===== src/hw/supervisor_pkg.sv =====
package supervisor_pkg;

  // ---------------------------------------------------------------
  // clock and timing
  // ---------------------------------------------------------------
  localparam int CLOCK_MHZ = 100;
  localparam int HOLD_NORMAL_MS = 96;   // recovery select 0, halt 0
  localparam int HOLD_DEFAULT_MS = 40;  // recovery select 0, halt 1
  localparam int HOLD_SHORT_US = 50;    // recovery select 1
  localparam int CHECK_INTERVAL_H = 24; // battery re-check period
  localparam int HOLD_NORMAL_CYC = HOLD_NORMAL_MS * 1000 * CLOCK_MHZ;
  localparam int HOLD_DEFAULT_CYC = HOLD_DEFAULT_MS * 1000 * CLOCK_MHZ;
  localparam int HOLD_SHORT_CYC = HOLD_SHORT_US * CLOCK_MHZ;
  localparam longint CHECK_INTERVAL_CYC = longint'(CHECK_INTERVAL_H) * 3600 * 1000000 *
    longint'(CLOCK_MHZ);
  localparam int HOLD_CNT_W = 24;
  localparam int CHECK_CNT_W = 48;

  // ---------------------------------------------------------------
  // register indices (byte address is four times the index)
  // ---------------------------------------------------------------
  localparam logic [7:0] IDX_CENTURY = 8'h03;
  localparam logic [7:0] IDX_DESELECT_HOLD_TIME = 8'h04;
  localparam logic [7:0] IDX_CONTROL = 8'h08;
  localparam logic [7:0] IDX_WATCHDOG = 8'h09;
  localparam logic [7:0] IDX_ENABLES = 8'h0a;
  localparam logic [7:0] IDX_FLAGS = 8'h0f;
  localparam logic [7:0] IDX_STATUS = 8'h10;

  // ---------------------------------------------------------------
  // field positions
  // ---------------------------------------------------------------
  localparam int BIT_CENTURY_EN = 7;
  localparam int BIT_CENTURY_TOG = 6;
  localparam int BIT_REC_SHORT = 7;
  localparam int BIT_PIN_LEVEL = 7;
  localparam int BIT_FREQ_TEST = 6;
  localparam int BIT_ALARM_PIN = 7;
  localparam int BIT_SQUARE = 6;
  localparam int BIT_ALARM_BKP = 5;
  localparam int BIT_BATT_LOW = 4;
  localparam int BIT_OSC_HALT = 7;
  localparam int BIT_HALT_UPD = 6;
  localparam int BIT_WD_STEER = 7;

  // ---------------------------------------------------------------
  // values after first power application
  // ---------------------------------------------------------------
  localparam logic [7:0] WATCHDOG_RESET = 8'h00;
  localparam logic RESET_OSC_HALT = 1'b1;
  localparam logic RESET_PIN_LEVEL = 1'b1;
  localparam logic RESET_HALT_UPD = 1'b1;
  localparam logic RESET_REC_SHORT = 1'b0;

  // hold length selector
  typedef enum logic [1:0] {
    HOLD_NORMAL = 2'b00,
    HOLD_DEFAULT = 2'b01,
    HOLD_SHORT = 2'b10
  } hold_sel_type;

  // supply state
  typedef enum logic [1:0] {
    PWR_BACKUP = 2'b00,
    PWR_RECOVER = 2'b01,
    PWR_RUN = 2'b10
  } power_state_type;

endpackage


===== src/hw/supervisor_if.sv =====
`timescale 1ns/1ps
interface supervisor_if;
  import supervisor_pkg::*;
  logic hold_start;
  hold_sel_type hold_sel;
  logic hold_busy;
  logic power_good;
  logic check_now;
  modport ctrl(output hold_start, output hold_sel, output power_good,
    input hold_busy, input check_now);
  modport timer(input hold_start, input hold_sel, output hold_busy);
  modport sched(input power_good, output check_now);
endinterface // supervisor_if


===== src/hw/recovery_timer.sv =====
`timescale 1ns/1ps
module recovery_timer
  import supervisor_pkg::*;
#(
  parameter int NORMAL_CYCLES = HOLD_NORMAL_CYC,
  parameter int DEFAULT_CYCLES = HOLD_DEFAULT_CYC,
  parameter int SHORT_CYCLES = HOLD_SHORT_CYC
) (
  input wire logic clock_in,
  input wire logic rst_n,
  supervisor_if.timer bus
);
  logic [HOLD_CNT_W-1:0] remain;

  // counts down the selected hold length after each start
  always_ff @(posedge clock_in or negedge rst_n) begin
    if (!rst_n) begin
      remain <= '0;
    end else if (bus.hold_start) begin
      case (bus.hold_sel)
        HOLD_NORMAL: remain <= HOLD_CNT_W'(NORMAL_CYCLES);
        HOLD_DEFAULT: remain <= HOLD_CNT_W'(DEFAULT_CYCLES);
        HOLD_SHORT: remain <= HOLD_CNT_W'(SHORT_CYCLES);
        default: remain <= HOLD_CNT_W'(NORMAL_CYCLES);
      endcase
    end else if (remain != '0) begin
      remain <= remain - 1'b1;
    end
  end

  assign bus.hold_busy = (remain != '0);
endmodule // recovery_timer


===== src/hw/battery_check_scheduler.sv =====
`timescale 1ns/1ps
module battery_check_scheduler
  import supervisor_pkg::*;
#(
  parameter longint INTERVAL_CYCLES = CHECK_INTERVAL_CYC
) (
  input wire logic clock_in,
  input wire logic rst_n,
  supervisor_if.sched bus
);
  logic [CHECK_CNT_W-1:0] elapsed;
  logic good_seen;

  // one check at each power-up, then one per interval while powered
  always_ff @(posedge clock_in or negedge rst_n) begin
    if (!rst_n) begin
      elapsed <= '0;
      good_seen <= 1'b0;
      bus.check_now <= 1'b0;
    end else begin
      good_seen <= bus.power_good;
      bus.check_now <= 1'b0;
      if (!bus.power_good) begin
        elapsed <= '0;
      end else if (!good_seen) begin
        bus.check_now <= 1'b1;
        elapsed <= '0;
      end else if (elapsed == CHECK_CNT_W'(INTERVAL_CYCLES - 1)) begin
        bus.check_now <= 1'b1;
        elapsed <= '0;
      end else begin
        elapsed <= elapsed + 1'b1;
      end
    end
  end
endmodule // battery_check_scheduler


===== src/hw/supply_supervisor.sv =====
`timescale 1ns/1ps
module supply_supervisor
  import supervisor_pkg::*;
#(
  parameter int NORMAL_CYCLES = HOLD_NORMAL_CYC,
  parameter int DEFAULT_CYCLES = HOLD_DEFAULT_CYC,
  parameter int SHORT_CYCLES = HOLD_SHORT_CYC,
  parameter longint INTERVAL_CYCLES = CHECK_INTERVAL_CYC
) (
  // clock and reset
  input wire logic clock_in,
  input wire logic rst_b_in,
  // apb slave
  input wire logic psel_in,
  input wire logic penable_in,
  input wire logic pwrite_in,
  input wire logic [11:0] paddr_in,
  input wire logic [31:0] pwdata_in,
  output logic [31:0] prdata_out,
  output logic pready_out,
  output logic pslverr_out,
  // analogue and timebase events
  input wire logic supply_good_in,
  input wire logic sense_below_in,
  input wire logic battery_below_in,
  input wire logic century_rollover_in,
  // pins
  output logic supply_fail_signal_out,
  output logic reset_pin_b_out,
  output logic reset_pin_oe_out,
  output logic shared_interrupt_pin_out,
  output logic shared_interrupt_pin_oe_out,
  output logic deselect_out
);

  // ---------------------------------------------------------------
  // elaboration checks
  // ---------------------------------------------------------------
  if (NORMAL_CYCLES < 1 || DEFAULT_CYCLES < 1 || SHORT_CYCLES < 1 ||
      longint'(NORMAL_CYCLES) >= (64'h1 << HOLD_CNT_W) ||
      longint'(DEFAULT_CYCLES) >= (64'h1 << HOLD_CNT_W) ||
      longint'(SHORT_CYCLES) >= (64'h1 << HOLD_CNT_W)) begin : g_bad_hold
    $error("hold cycle counts out of range");
  end
  if (INTERVAL_CYCLES < 2 || INTERVAL_CYCLES >= (64'h1 << CHECK_CNT_W)) begin : g_bad_check
    $error("check interval out of range");
  end

  // ---------------------------------------------------------------
  // reset release
  // ---------------------------------------------------------------
  logic rst_meta;
  logic rst_n;

  // two flip-flops release the asynchronous reset
  always_ff @(posedge clock_in or negedge rst_b_in) begin
    if (!rst_b_in) begin
      rst_meta <= 1'b0;
      rst_n <= 1'b0;
    end else begin
      rst_meta <= 1'b1;
      rst_n <= rst_meta;
    end
  end

  // ---------------------------------------------------------------
  // submodules
  // ---------------------------------------------------------------
  supervisor_if sup ();
  power_state_type pstate;
  logic osc_halt;
  logic rec_short;

  recovery_timer #(
    .NORMAL_CYCLES(NORMAL_CYCLES),
    .DEFAULT_CYCLES(DEFAULT_CYCLES),
    .SHORT_CYCLES(SHORT_CYCLES)
  ) u_timer (
    .clock_in(clock_in),
    .rst_n(rst_n),
    .bus(sup.timer)
  );

  battery_check_scheduler #(
    .INTERVAL_CYCLES(INTERVAL_CYCLES)
  ) u_sched (
    .clock_in(clock_in),
    .rst_n(rst_n),
    .bus(sup.sched)
  );

  // hold length from the short select and the halt bit
  always_comb begin
    sup.hold_start = (pstate == PWR_BACKUP) && supply_good_in;
    if (rec_short) begin
      sup.hold_sel = HOLD_SHORT;
    end else if (osc_halt) begin
      sup.hold_sel = HOLD_DEFAULT;
    end else begin
      sup.hold_sel = HOLD_NORMAL;
    end
  end

  assign sup.power_good = (pstate == PWR_RUN) && supply_good_in;

  // ---------------------------------------------------------------
  // supply state machine
  // ---------------------------------------------------------------
  power_state_type next_pstate;

  always_comb begin
    next_pstate = pstate;
    case (pstate)
      PWR_BACKUP: begin
        if (supply_good_in) begin
          next_pstate = PWR_RECOVER;
        end
      end
      PWR_RECOVER: begin
        if (!supply_good_in) begin
          next_pstate = PWR_BACKUP;
        end else if (!sup.hold_busy) begin
          next_pstate = PWR_RUN;
        end
      end
      PWR_RUN: begin
        if (!supply_good_in) begin
          next_pstate = PWR_BACKUP;
        end
      end
      default: next_pstate = PWR_BACKUP;
    endcase
  end

  // state register
  always_ff @(posedge clock_in or negedge rst_n) begin
    if (!rst_n) begin
      pstate <= PWR_BACKUP;
    end else begin
      pstate <= next_pstate;
    end
  end

  logic power_up;
  assign power_up = (pstate == PWR_BACKUP) && supply_good_in;

  // ---------------------------------------------------------------
  // apb slave
  // ---------------------------------------------------------------
  logic [7:0] index;
  logic mapped;
  logic commit;
  logic access_ok;
  logic [7:0] wbyte;
  logic [7:0] rbyte;

  assign index = paddr_in[9:2];
  assign wbyte = pwdata_in[7:0];
  assign mapped = (paddr_in[1:0] == 2'b00) && (paddr_in[11:10] == 2'b00) &&
    (index == IDX_CENTURY || index == IDX_DESELECT_HOLD_TIME || index == IDX_CONTROL ||
     index == IDX_WATCHDOG || index == IDX_ENABLES || index == IDX_FLAGS ||
     index == IDX_STATUS);
  // write lands at the edge where the master samples pready
  assign commit = psel_in && penable_in && pready_out && pwrite_in && access_ok;

  // one wait state, then answer with data and error
  always_ff @(posedge clock_in or negedge rst_n) begin
    if (!rst_n) begin
      pready_out <= 1'b0;
      pslverr_out <= 1'b0;
      prdata_out <= '0;
      access_ok <= 1'b0;
    end else begin
      pready_out <= psel_in && penable_in && !pready_out;
      if (psel_in && penable_in && !pready_out) begin
        access_ok <= mapped && !(pwrite_in && pstate != PWR_RUN);
        pslverr_out <= !mapped || (pwrite_in && pstate != PWR_RUN);
        prdata_out <= {24'h000000, (pwrite_in || !mapped) ? 8'h00 : rbyte}; // refused reads give 0
      end else begin
        access_ok <= 1'b0;
        pslverr_out <= 1'b0;
      end
    end
  end

  // ---------------------------------------------------------------
  // control bits
  // ---------------------------------------------------------------
  logic century_en;
  logic century_tog;
  logic pin_level;
  logic freq_test;
  logic alarm_pin;
  logic alarm_bkp;
  logic square_en;
  logic halt_upd;
  logic batt_low;
  logic [7:0] watchdog;

  // century bits; a rollover toggles even a value written that cycle
  always_ff @(posedge clock_in or negedge rst_n) begin
    if (!rst_n) begin
      century_en <= 1'b0;
      century_tog <= 1'b0;
    end else begin
      if (commit && index == IDX_CENTURY) begin
        century_en <= wbyte[BIT_CENTURY_EN];
        century_tog <= wbyte[BIT_CENTURY_TOG] ^
          (century_rollover_in & wbyte[BIT_CENTURY_EN]);
      end else if (century_rollover_in && century_en) begin
        century_tog <= !century_tog;
      end
    end
  end

  // bits kept across back-up; reset gives first power-up values
  always_ff @(posedge clock_in or negedge rst_n) begin
    if (!rst_n) begin
      rec_short <= RESET_REC_SHORT;
      osc_halt <= RESET_OSC_HALT;
      pin_level <= RESET_PIN_LEVEL;
    end else if (commit) begin
      if (index == IDX_DESELECT_HOLD_TIME) begin
        rec_short <= wbyte[BIT_REC_SHORT];
      end
      if (index == IDX_STATUS) begin
        osc_halt <= wbyte[BIT_OSC_HALT];
      end
      if (index == IDX_CONTROL) begin
        pin_level <= wbyte[BIT_PIN_LEVEL];
      end
    end
  end

  // bits reset at every power-up: halt_upd set, the rest cleared
  always_ff @(posedge clock_in or negedge rst_n) begin
    if (!rst_n) begin
      freq_test <= 1'b0;
      alarm_pin <= 1'b0;
      alarm_bkp <= 1'b0;
      square_en <= 1'b0;
      watchdog <= WATCHDOG_RESET;
      halt_upd <= RESET_HALT_UPD;
    end else if (power_up) begin
      freq_test <= 1'b0;
      alarm_pin <= 1'b0;
      alarm_bkp <= 1'b0;
      square_en <= 1'b0;
      watchdog <= WATCHDOG_RESET;
      halt_upd <= 1'b1;
    end else if (commit) begin
      if (index == IDX_CONTROL) begin
        freq_test <= wbyte[BIT_FREQ_TEST];
      end
      if (index == IDX_WATCHDOG) begin
        watchdog <= wbyte;
      end
      if (index == IDX_ENABLES) begin
        alarm_pin <= wbyte[BIT_ALARM_PIN];
        alarm_bkp <= wbyte[BIT_ALARM_BKP];
        square_en <= wbyte[BIT_SQUARE];
      end
      if (index == IDX_STATUS) begin
        halt_upd <= wbyte[BIT_HALT_UPD];
      end
    end
  end

  // battery low flag follows each check result
  always_ff @(posedge clock_in or negedge rst_n) begin
    if (!rst_n) begin
      batt_low <= 1'b0;
    end else if (sup.check_now) begin
      batt_low <= battery_below_in;
    end
  end

  // read mux
  always_comb begin
    rbyte = 8'h00;
    case (index)
      IDX_CENTURY: begin
        rbyte[BIT_CENTURY_EN] = century_en;
        rbyte[BIT_CENTURY_TOG] = century_tog;
      end
      IDX_DESELECT_HOLD_TIME: rbyte[BIT_REC_SHORT] = rec_short;
      IDX_CONTROL: begin
        rbyte[BIT_PIN_LEVEL] = pin_level;
        rbyte[BIT_FREQ_TEST] = freq_test;
      end
      IDX_WATCHDOG: rbyte = watchdog;
      IDX_ENABLES: begin
        rbyte[BIT_ALARM_PIN] = alarm_pin;
        rbyte[BIT_ALARM_BKP] = alarm_bkp;
        rbyte[BIT_SQUARE] = square_en;
      end
      IDX_FLAGS: rbyte[BIT_BATT_LOW] = batt_low;
      IDX_STATUS: begin
        rbyte[BIT_OSC_HALT] = osc_halt;
        rbyte[BIT_HALT_UPD] = halt_upd;
      end
      default: rbyte = 8'h00;
    endcase
  end

  // ---------------------------------------------------------------
  // pins
  // ---------------------------------------------------------------
  logic driver_mode;
  assign driver_mode = !freq_test && !alarm_pin && (watchdog == 8'h00);

  // all pin outputs registered
  always_ff @(posedge clock_in or negedge rst_n) begin
    if (!rst_n) begin
      supply_fail_signal_out <= 1'b0;
      reset_pin_b_out <= 1'b0;
      reset_pin_oe_out <= 1'b1;
      shared_interrupt_pin_out <= 1'b0;
      shared_interrupt_pin_oe_out <= 1'b0;
      deselect_out <= 1'b1;
    end else begin
      case (next_pstate)
        PWR_RUN: supply_fail_signal_out <= !sense_below_in;
        PWR_RECOVER: supply_fail_signal_out <= 1'b1;
        default: supply_fail_signal_out <= 1'b0;
      endcase
      reset_pin_b_out <= 1'b0;
      reset_pin_oe_out <= (next_pstate != PWR_RUN);
      deselect_out <= (next_pstate != PWR_RUN);
      shared_interrupt_pin_out <= 1'b0;
      shared_interrupt_pin_oe_out <= driver_mode && !pin_level;
    end
  end
endmodule // supply_supervisor


===== config.mk =====
export PLATFORM = sky130hd
export DESIGN_NAME = supply_supervisor
export DESIGN_NICKNAME = d
export VERILOG_FILES = /design/src/hw/supervisor_pkg.sv /design/src/hw/supervisor_if.sv /design/src/hw/recovery_timer.sv /design/src/hw/battery_check_scheduler.sv /design/src/hw/supply_supervisor.sv
export SDC_FILE = /design/constraint.sdc
export NUM_CORES = 1
export LEC_CHECK = 0
export BUFFER_PORTS_ARGS = -buffer_cell sky130_fd_sc_hd__buf_2
export CORE_MARGIN = 2
export CORE_UTILIZATION = 40
export DETAILED_ROUTE_END_ITERATION = 6
export GPL_TIMING_DRIVEN = 0
export SLEW_MARGIN = 10
export SYNTH_ARGS = -nofsm -noshare
export SYNTH_HDL_FRONTEND = slang
export SYNTH_SLANG_ARGS = --single-unit

===== constraint.sdc =====
create_clock -name clock_in -period 3.3 [get_ports clock_in]
set_input_delay 0 -clock clock_in [delete_from_list [all_inputs] [get_ports clock_in]]
set_output_delay 0 -clock clock_in [all_outputs]
set_load 0.03 [all_outputs]

==> impl_metrics.json, run 1 <==
{
  "dp_hpwl_um": 9850,
  "avgSynthCellArea_um2": 9.68,
  "syn2layout_area_growth_pct": 17.3,
  "end_kind": "flop",
  "clk_pin_slew_ns": 0.07,
  "clock_sinks": 111,
  "timing.rr.end": "supply_fail_signal_out",
  "drv_slew": 0,
  "cts_tree": "built",
  "tns_ns": 0,
  "hold_violations": 0,
  "drt_pass1_iterations": 4,
  "setup_viol": 0,
  "cp_max_fo": 7,
  "cp_slowest_cell": "nor3b_1",
  "max_stage_delay_ns": 0.66,
  "root_buffer": "clkbuf_16",
  "reg2reg_depth": 10,
  "post_cts_buffers": 0,
  "portBuffers": 40,
  "initial_core_util_pct": 41.2,
  "worst_hold_path_type": "primary input to flop",
  "cp_data_required_time_ns": 3.55,
  "first_iter_violations": 193,
  "power_mw": 3.08,
  "viasPerCell": 5.29,
  "antenna_left": 0,
  "wl_per_cell_um": 15.0,
  "outcome": "complete, no violations",
  "num_rows": 44,
  "netlist_area_mm2": 0.00603,
  "r2r_slack_ns": 0.55,
  "grt_pass1_vias": 4750,
  "dp_slack_ns": 0.627,
  "setup_ws_ns": 0.554,
  "track_usage_pct": 17.5,
  "core_mm2": 0.0146,
  "startpoint_type": "flop",
  "fmax_mhz": 364,
  "dieArea_mm2": 0.0161,
  "ios": 93,
  "cp.arrival_ns": 2.99,
  "num_vias": 4797,
  "overflow": 0,
  "rsz0062_at_grt": "false",
  "p_leak_nw": 2.92,
  "cap_viol_max_count": 0,
  "hold_depth": 5,
  "htreeDepth": 3,
  "hold-path-endpoint": "century_tog",
  "p_per_area_mw_per_mm2": 435,
  "cts_made_buffers": 9,
  "yosysWarningCount": 0,
  "wl_um": 13600,
  "cp_cell_sequence": "inv_1 > ha_1 > nor3b_1 > nand3_2 > or2_1 > nor3b_1 > o21ai_0 > ha_1 > a21oi_1 > nor2_1",
  "drive_above_1_share_pct": 18.6,
  "synth_cells": 623,
  "antenna_found_initial": 0,
  "synth.distinct_cells": 58,
  "grt_start_max_net_pins": 44,
  "hold_ws_ns": 0.0707,
  "period_needed_ns": 2.75,
  "gp_congestion": 0.852,
  "tightest_slew_ns": 0.789,
  "crit_type": "flop to flop",
  "skew_ns": 0.00951,
  "clockBufferDepth": 2,
  "final_nets": 774,
  "grt_pass1_wl_um": 22900,
  "r2r-start": "u_timer.remain[0]",
  "antenna_cells": 0,
  "hold_start": "century_rollover_in",
  "drc_errors": 0,
  "ys_ff_latch": 111,
  "fp.dieW_um": 127,
  "ir_drop_mv": 0.268,
  "max_slew_margin_pct": 47.3,
  "die_h_um": 127,
  "period_share_pct": 83.2,
  "clock_latency_ns": 0.36,
  "ys_seq_area_share_pct": 46.2
}
sequential cells by signal, indices dropped and copies added, names as in the netlist, 2 cells and up:
| register | cells |
|---|---|
| u_sched.elapsed | 48 |
| u_timer.remain | 24 |
| prdata_out | 8 |
| watchdog | 8 |
| pstate | 2 |
worst max-delay path: cells and delay by family (launching register included):
family	cells	cell delay [ns]
buf+inv	1	0.10
simple gates	5	1.52
fa+ha+maj	2	0.38
flops	1	0.40
compound gates	2	0.23
cells by family (layout without fill, tap and decap cells):
group | Yosys count | in the layout | synth area share, %
XOR/XNOR | 58 | 58 | 8.43
AND/OR/NAND/NOR | 286 | 286 | 27.0
buffers and inverters | 60 | 134 | 6.04
flip-flops | 111 | 111 | 46.2
multiplexers | 14 | 14 | 2.43
adder cells (fa/ha/maj) | 4 | 4 | 0.830
other | 2 | 27 | 0.125
AO/OA/AOI/OAI | 88 | 88 | 9.03
synthesized netlist by cell type (all sizes together):
library cell	number	area (um2)
or2	3	18.8
nor2b	12	77.6
a221o	1	10.0
nor4	31	240
and2	10	62.6
nor3b	3	22.5
a21o	1	7.51
clkbuf	14	56.3
nand4	21	138
o21ai	27	135
or4	9	75.1
a22oi	2	15.0
nand2b	4	25.0
a31oi	1	6.26
o31a	4	35.0
inv	8	30.0
xor2	34	298
o22ai	1	6.26
nand2	31	116
a21oi	32	160
and3b	1	8.76
nand3	33	175
xnor2	24	210
conb	2	7.51
nand3b	5	37.5
o211ai	2	28.8
and3	11	75.1
dfrtp	107	2680
buf	38	278
ha	4	50.1
and4	7	61.3
nor2	73	284
a22o	8	70.1
mux2i	9	90.1
or3b	1	8.76
o31ai	3	22.5
mux2	5	56.3
or3	10	62.6
nand4b	2	17.5
nor4b	4	35.0
dfstp	4	105
nor3	15	85.1
o21a	4	30.0
o22a	2	17.5
how the worst max path moves through the flow:
stage / from / endpoint / slack (ns)
finish: u_timer.remain[0] / supply_fail_signal_out / 0.55
global route: u_timer.remain[0] / supply_fail_signal_out / 0.26
CTS: u_timer.remain[0] / supply_fail_signal_out / 0.59
detailed placement: u_timer.remain[0] / supply_fail_signal_out / 0.63
global placement: u_timer.remain[0] / supply_fail_signal_out / 0.63
floorplan: u_timer.remain[0] / supply_fail_signal_out / 1.00
layout make-up:
| type | count | area (um2) |
|---|---|---|
| clock buffers | 11 | 253 |
| plain buffers | 52 | 334 |
| multi-input cells | 477 | 2980 |
| repair buffers | 58 | 400 |
| clock inverters | 5 | 63.8 |
| fillers | 1384 | 7570 |
| inverters | 8 | 30.0 |
| flip-flops and latches | 111 | 2790 |
| well taps | 184 | 230 |
cell usage in the layout (no fill, tap or decap), types with 11 or more instances in the layout:
cell,count
nand2_1,31
clkbuf_1,13
nor2b_1,11
o21ai_0,27
xor2_1,34
dfrtp_1,106
nor4_1,25
nor3_1,13
buf_2,46
dlygate4sd3_1,16
buf_4,30
nor2_1,69
nand4_1,20
conb_1,27
nand3_1,31
a21oi_1,32
xnor2_1,24
layer usage:
layer  up-vias  track usage (%)  wire length (um)
met1      2329             22.4              6290
met2        90             29.3              6590
li1       2360                -                 -
met3        18             4.22               475
met4         0             5.69               201
met5         -                0                 0
power breakdown:
group | internal, mW | leakage (nW) | switching, mW
registers | 1.43 | 1.48 | 0.0940
clock network | 0.637 | 0.153 | 0.510
logic | 0.174 | 1.29 | 0.232
what timing repair did:
item | CTS | global route
endpoints found under the hold margin | 24 | 0
hold buffers | 16 | 0
resized for setup | 0 | 0
through the flow:
| stage | instances | instance area, um2 | util, % |
|---|---|---|---|
| after floorplan | 648 | 6120 | - |
| after global placement | 872 | 6560 | 44.8 |
| after detailed placement | 874 | 6600 | 45.1 |
| after CTS | 906 | 7070 | 48.3 |
| after global routing | 906 | 7070 | 48.3 |
| final | 906 | 7070 | 48.3 |
No activity file was read; power rests on OpenSTA's default activity.
==> run 2: changes to the inputs <==
Clock period 3.3 ns to 2.21 ns, I/O delays scaled along.
==> run 2 against run 1 <==
Compared with the run above:
- power increased by 53%
- die area unchanged
- combinational power is 74% higher
- highest routed layer unchanged
- fmax grew 28%
- sequential power rose by 53%
==> impl_metrics.json, run 2 (synthesized netlist as in run 1, its figures left out) <==
{
  "outcome": "complete, no violations",
  "antenna_cells": 0,
  "grt_start_max_net_pins": 59,
  "initial_core_util_pct": 41.2,
  "end_kind": "flop",
  "cp_slowest_cell": "o21ai_0",
  "instances_no_fill": 914,
  "worst_hold_path_type": "primary input to flop",
  "drt_pass1_iterations": 4,
  "grt_pass1_wl_um": 22900,
  "clk_pin_slew_ns": 0.08,
  "final_nets": 782,
  "period_needed_ns": 2.14,
  "viasPerCell": 5.24,
  "max_stage_delay_ns": 0.61,
  "p_leak_nw": 2.99,
  "largest_reg_flops": 48,
  "portBuffers": 40,
  "hold_violations": 0,
  "gp_congestion": 0.818,
  "num_vias": 4792,
  "skew_ns": 0.0127,
  "htreeDepth": 3,
  "cts_tree": "built",
  "ir_drop_mv": 0.477,
  "root_buffer": "clkbuf_16",
  "num_rows": 44,
  "first_iter_violations": 301,
  "syn2layout_area_growth_pct": 21.5,
  "crit_type": "flop to flop",
  "overflow": 0,
  "period_share_pct": 96.9,
  "regMostFlops": "u_sched.elapsed",
  "place_inst": 873,
  "clockBufferDepth": 2,
  "drv_slew": 0,
  "fmax_mhz": 467,
  "cp.arrival_ns": 2.35,
  "drc_errors": 0,
  "dp_hpwl_um": 9620,
  "reg_top3": "u_sched.elapsed x48, u_timer.remain x24",
  "dieArea_mm2": 0.0161,
  "max_slew_margin_pct": 48.0,
  "startpoint_type": "flop",
  "grt_pass1_vias": 4766,
  "clock_latency_ns": 0.35,
  "die_h_um": 127,
  "cts_made_buffers": 9,
  "cp_max_fo": 7,
  "final_common_cell": "dfrtp_1",
  "power_mw": 4.71,
  "drive_above_1_share_pct": 22.2,
  "cp_data_required_time_ns": 2.42,
  "antenna_left": 0,
  "wl_per_cell_um": 15.1,
  "layout_common_cells": "dfrtp_1 (103), nor2_1 (68), buf_2 (45)",
  "antenna_found_initial": 0,
  "clock_sinks": 111,
  "wl_um": 13800,
  "tightest_slew_ns": 0.780,
  "p_per_area_mw_per_mm2": 642,
  "fp.dieW_um": 127,
  "cp_cell_sequence": "nor4_4 > nand3_4 > o21ai_0 > and2_1 > a21oi_1",
  "rsz0062_at_grt": "true",
  "setup_viol": 0,
  "track_usage_pct": 17.5,
  "ios": 93,
  "core_mm2": 0.0146,
  "cap_viol_max_count": 0
}
[run 2: cell count changes in the layout (fill, tap and decap cells not counted), moves of 2 or more]
cell,previous run,this run
buf_12,2,0
buf_4,30,38
buf_6,2,4
dfrtp_1,106,103
dfrtp_2,0,3
nand3_1,31,28
nand3_4,0,2
nor3b_1,3,1
nor3b_4,0,2
nor4_1,25,16
nor4_2,5,7
nor4_4,1,8
[run 2: metrics by stage]
step	util (%)	setup slack (ns)	setup TNS, ns	instance area (um2)	hold WS, ns
after global routing	50.0	-0.00236	-0.00236	7330	0.0804
after global placement	44.8	-0.313	-33.63	6560	-0.215
after CTS	48.9	0.0210	0	7170	0.0427
after detailed placement	45.0	-0.330	-1.84	6590	-0.211
final	50.0	0.0694	0	7330	0.0658
after floorplan	-	0.0786	0	6130	-0.296
[run 2: cell type report]
class                   instances  area (um2)
plain buffers                  52         344
inverters                       8        30.0
clock inverters                 4        52.6
clock buffers                  12         256
fillers                      1373        7320
multi-input cells             477        3170
repair buffers                 66         455
well taps                     184         230
flip-flops and latches        111        2790
[run 2: final timing paths]
check | end | slack, ns | cells after the start | from
setup / recovery | u_timer.remain[19] | 0.07 | 5 | u_timer.remain[6]
hold / removal | century_tog | 0.07 | 4 | century_rollover_in
hold reg to reg | rst_n | 0.35 | 0 | rst_meta
min in group asynchronous | u_timer.remain[16] | 0.42 | 0 | rst_n
max in group asynchronous | pin_level | 1.02 | 1 | rst_n
setup reg to reg | u_timer.remain[19] | 0.07 | 5 | u_timer.remain[6]
[run 2: worst max-delay path: cells and delay by family, from the launching register on]
kind	cells	cell delay, ns
compound gates	2	0.66
flops	1	0.45
simple gates	3	0.89
[run 2: layer usage]
metal / up-vias / wire length (um) / track usage [%]
li1: 2364 / - / -
met2: 78 / 6810 / 29.8
met3: 11 / 411 / 4.39
met1: 2339 / 6400 / 22.3
met4: 0 / 142 / 4.40
met5: - / 0 / 0
[run 2: where the power goes]
part / internal, mW / switching [mW] / total [mW]
Combinational: 0.327 / 0.379 / 0.706
Clock: 0.946 / 0.726 / 1.67
Sequential: 2.14 / 0.191 / 2.33
Total: 3.41 / 1.30 / 4.71
[run 2: what timing repair did]
action / CTS / global route
gates resized for setup: 14 / 23
endpoints found under the hold margin: 22 / 0
setup endpoints to repair: 21 / 32
buffers inserted: 2 / 7
pin swaps: 2 / 6
hold buffers: 16 / 0
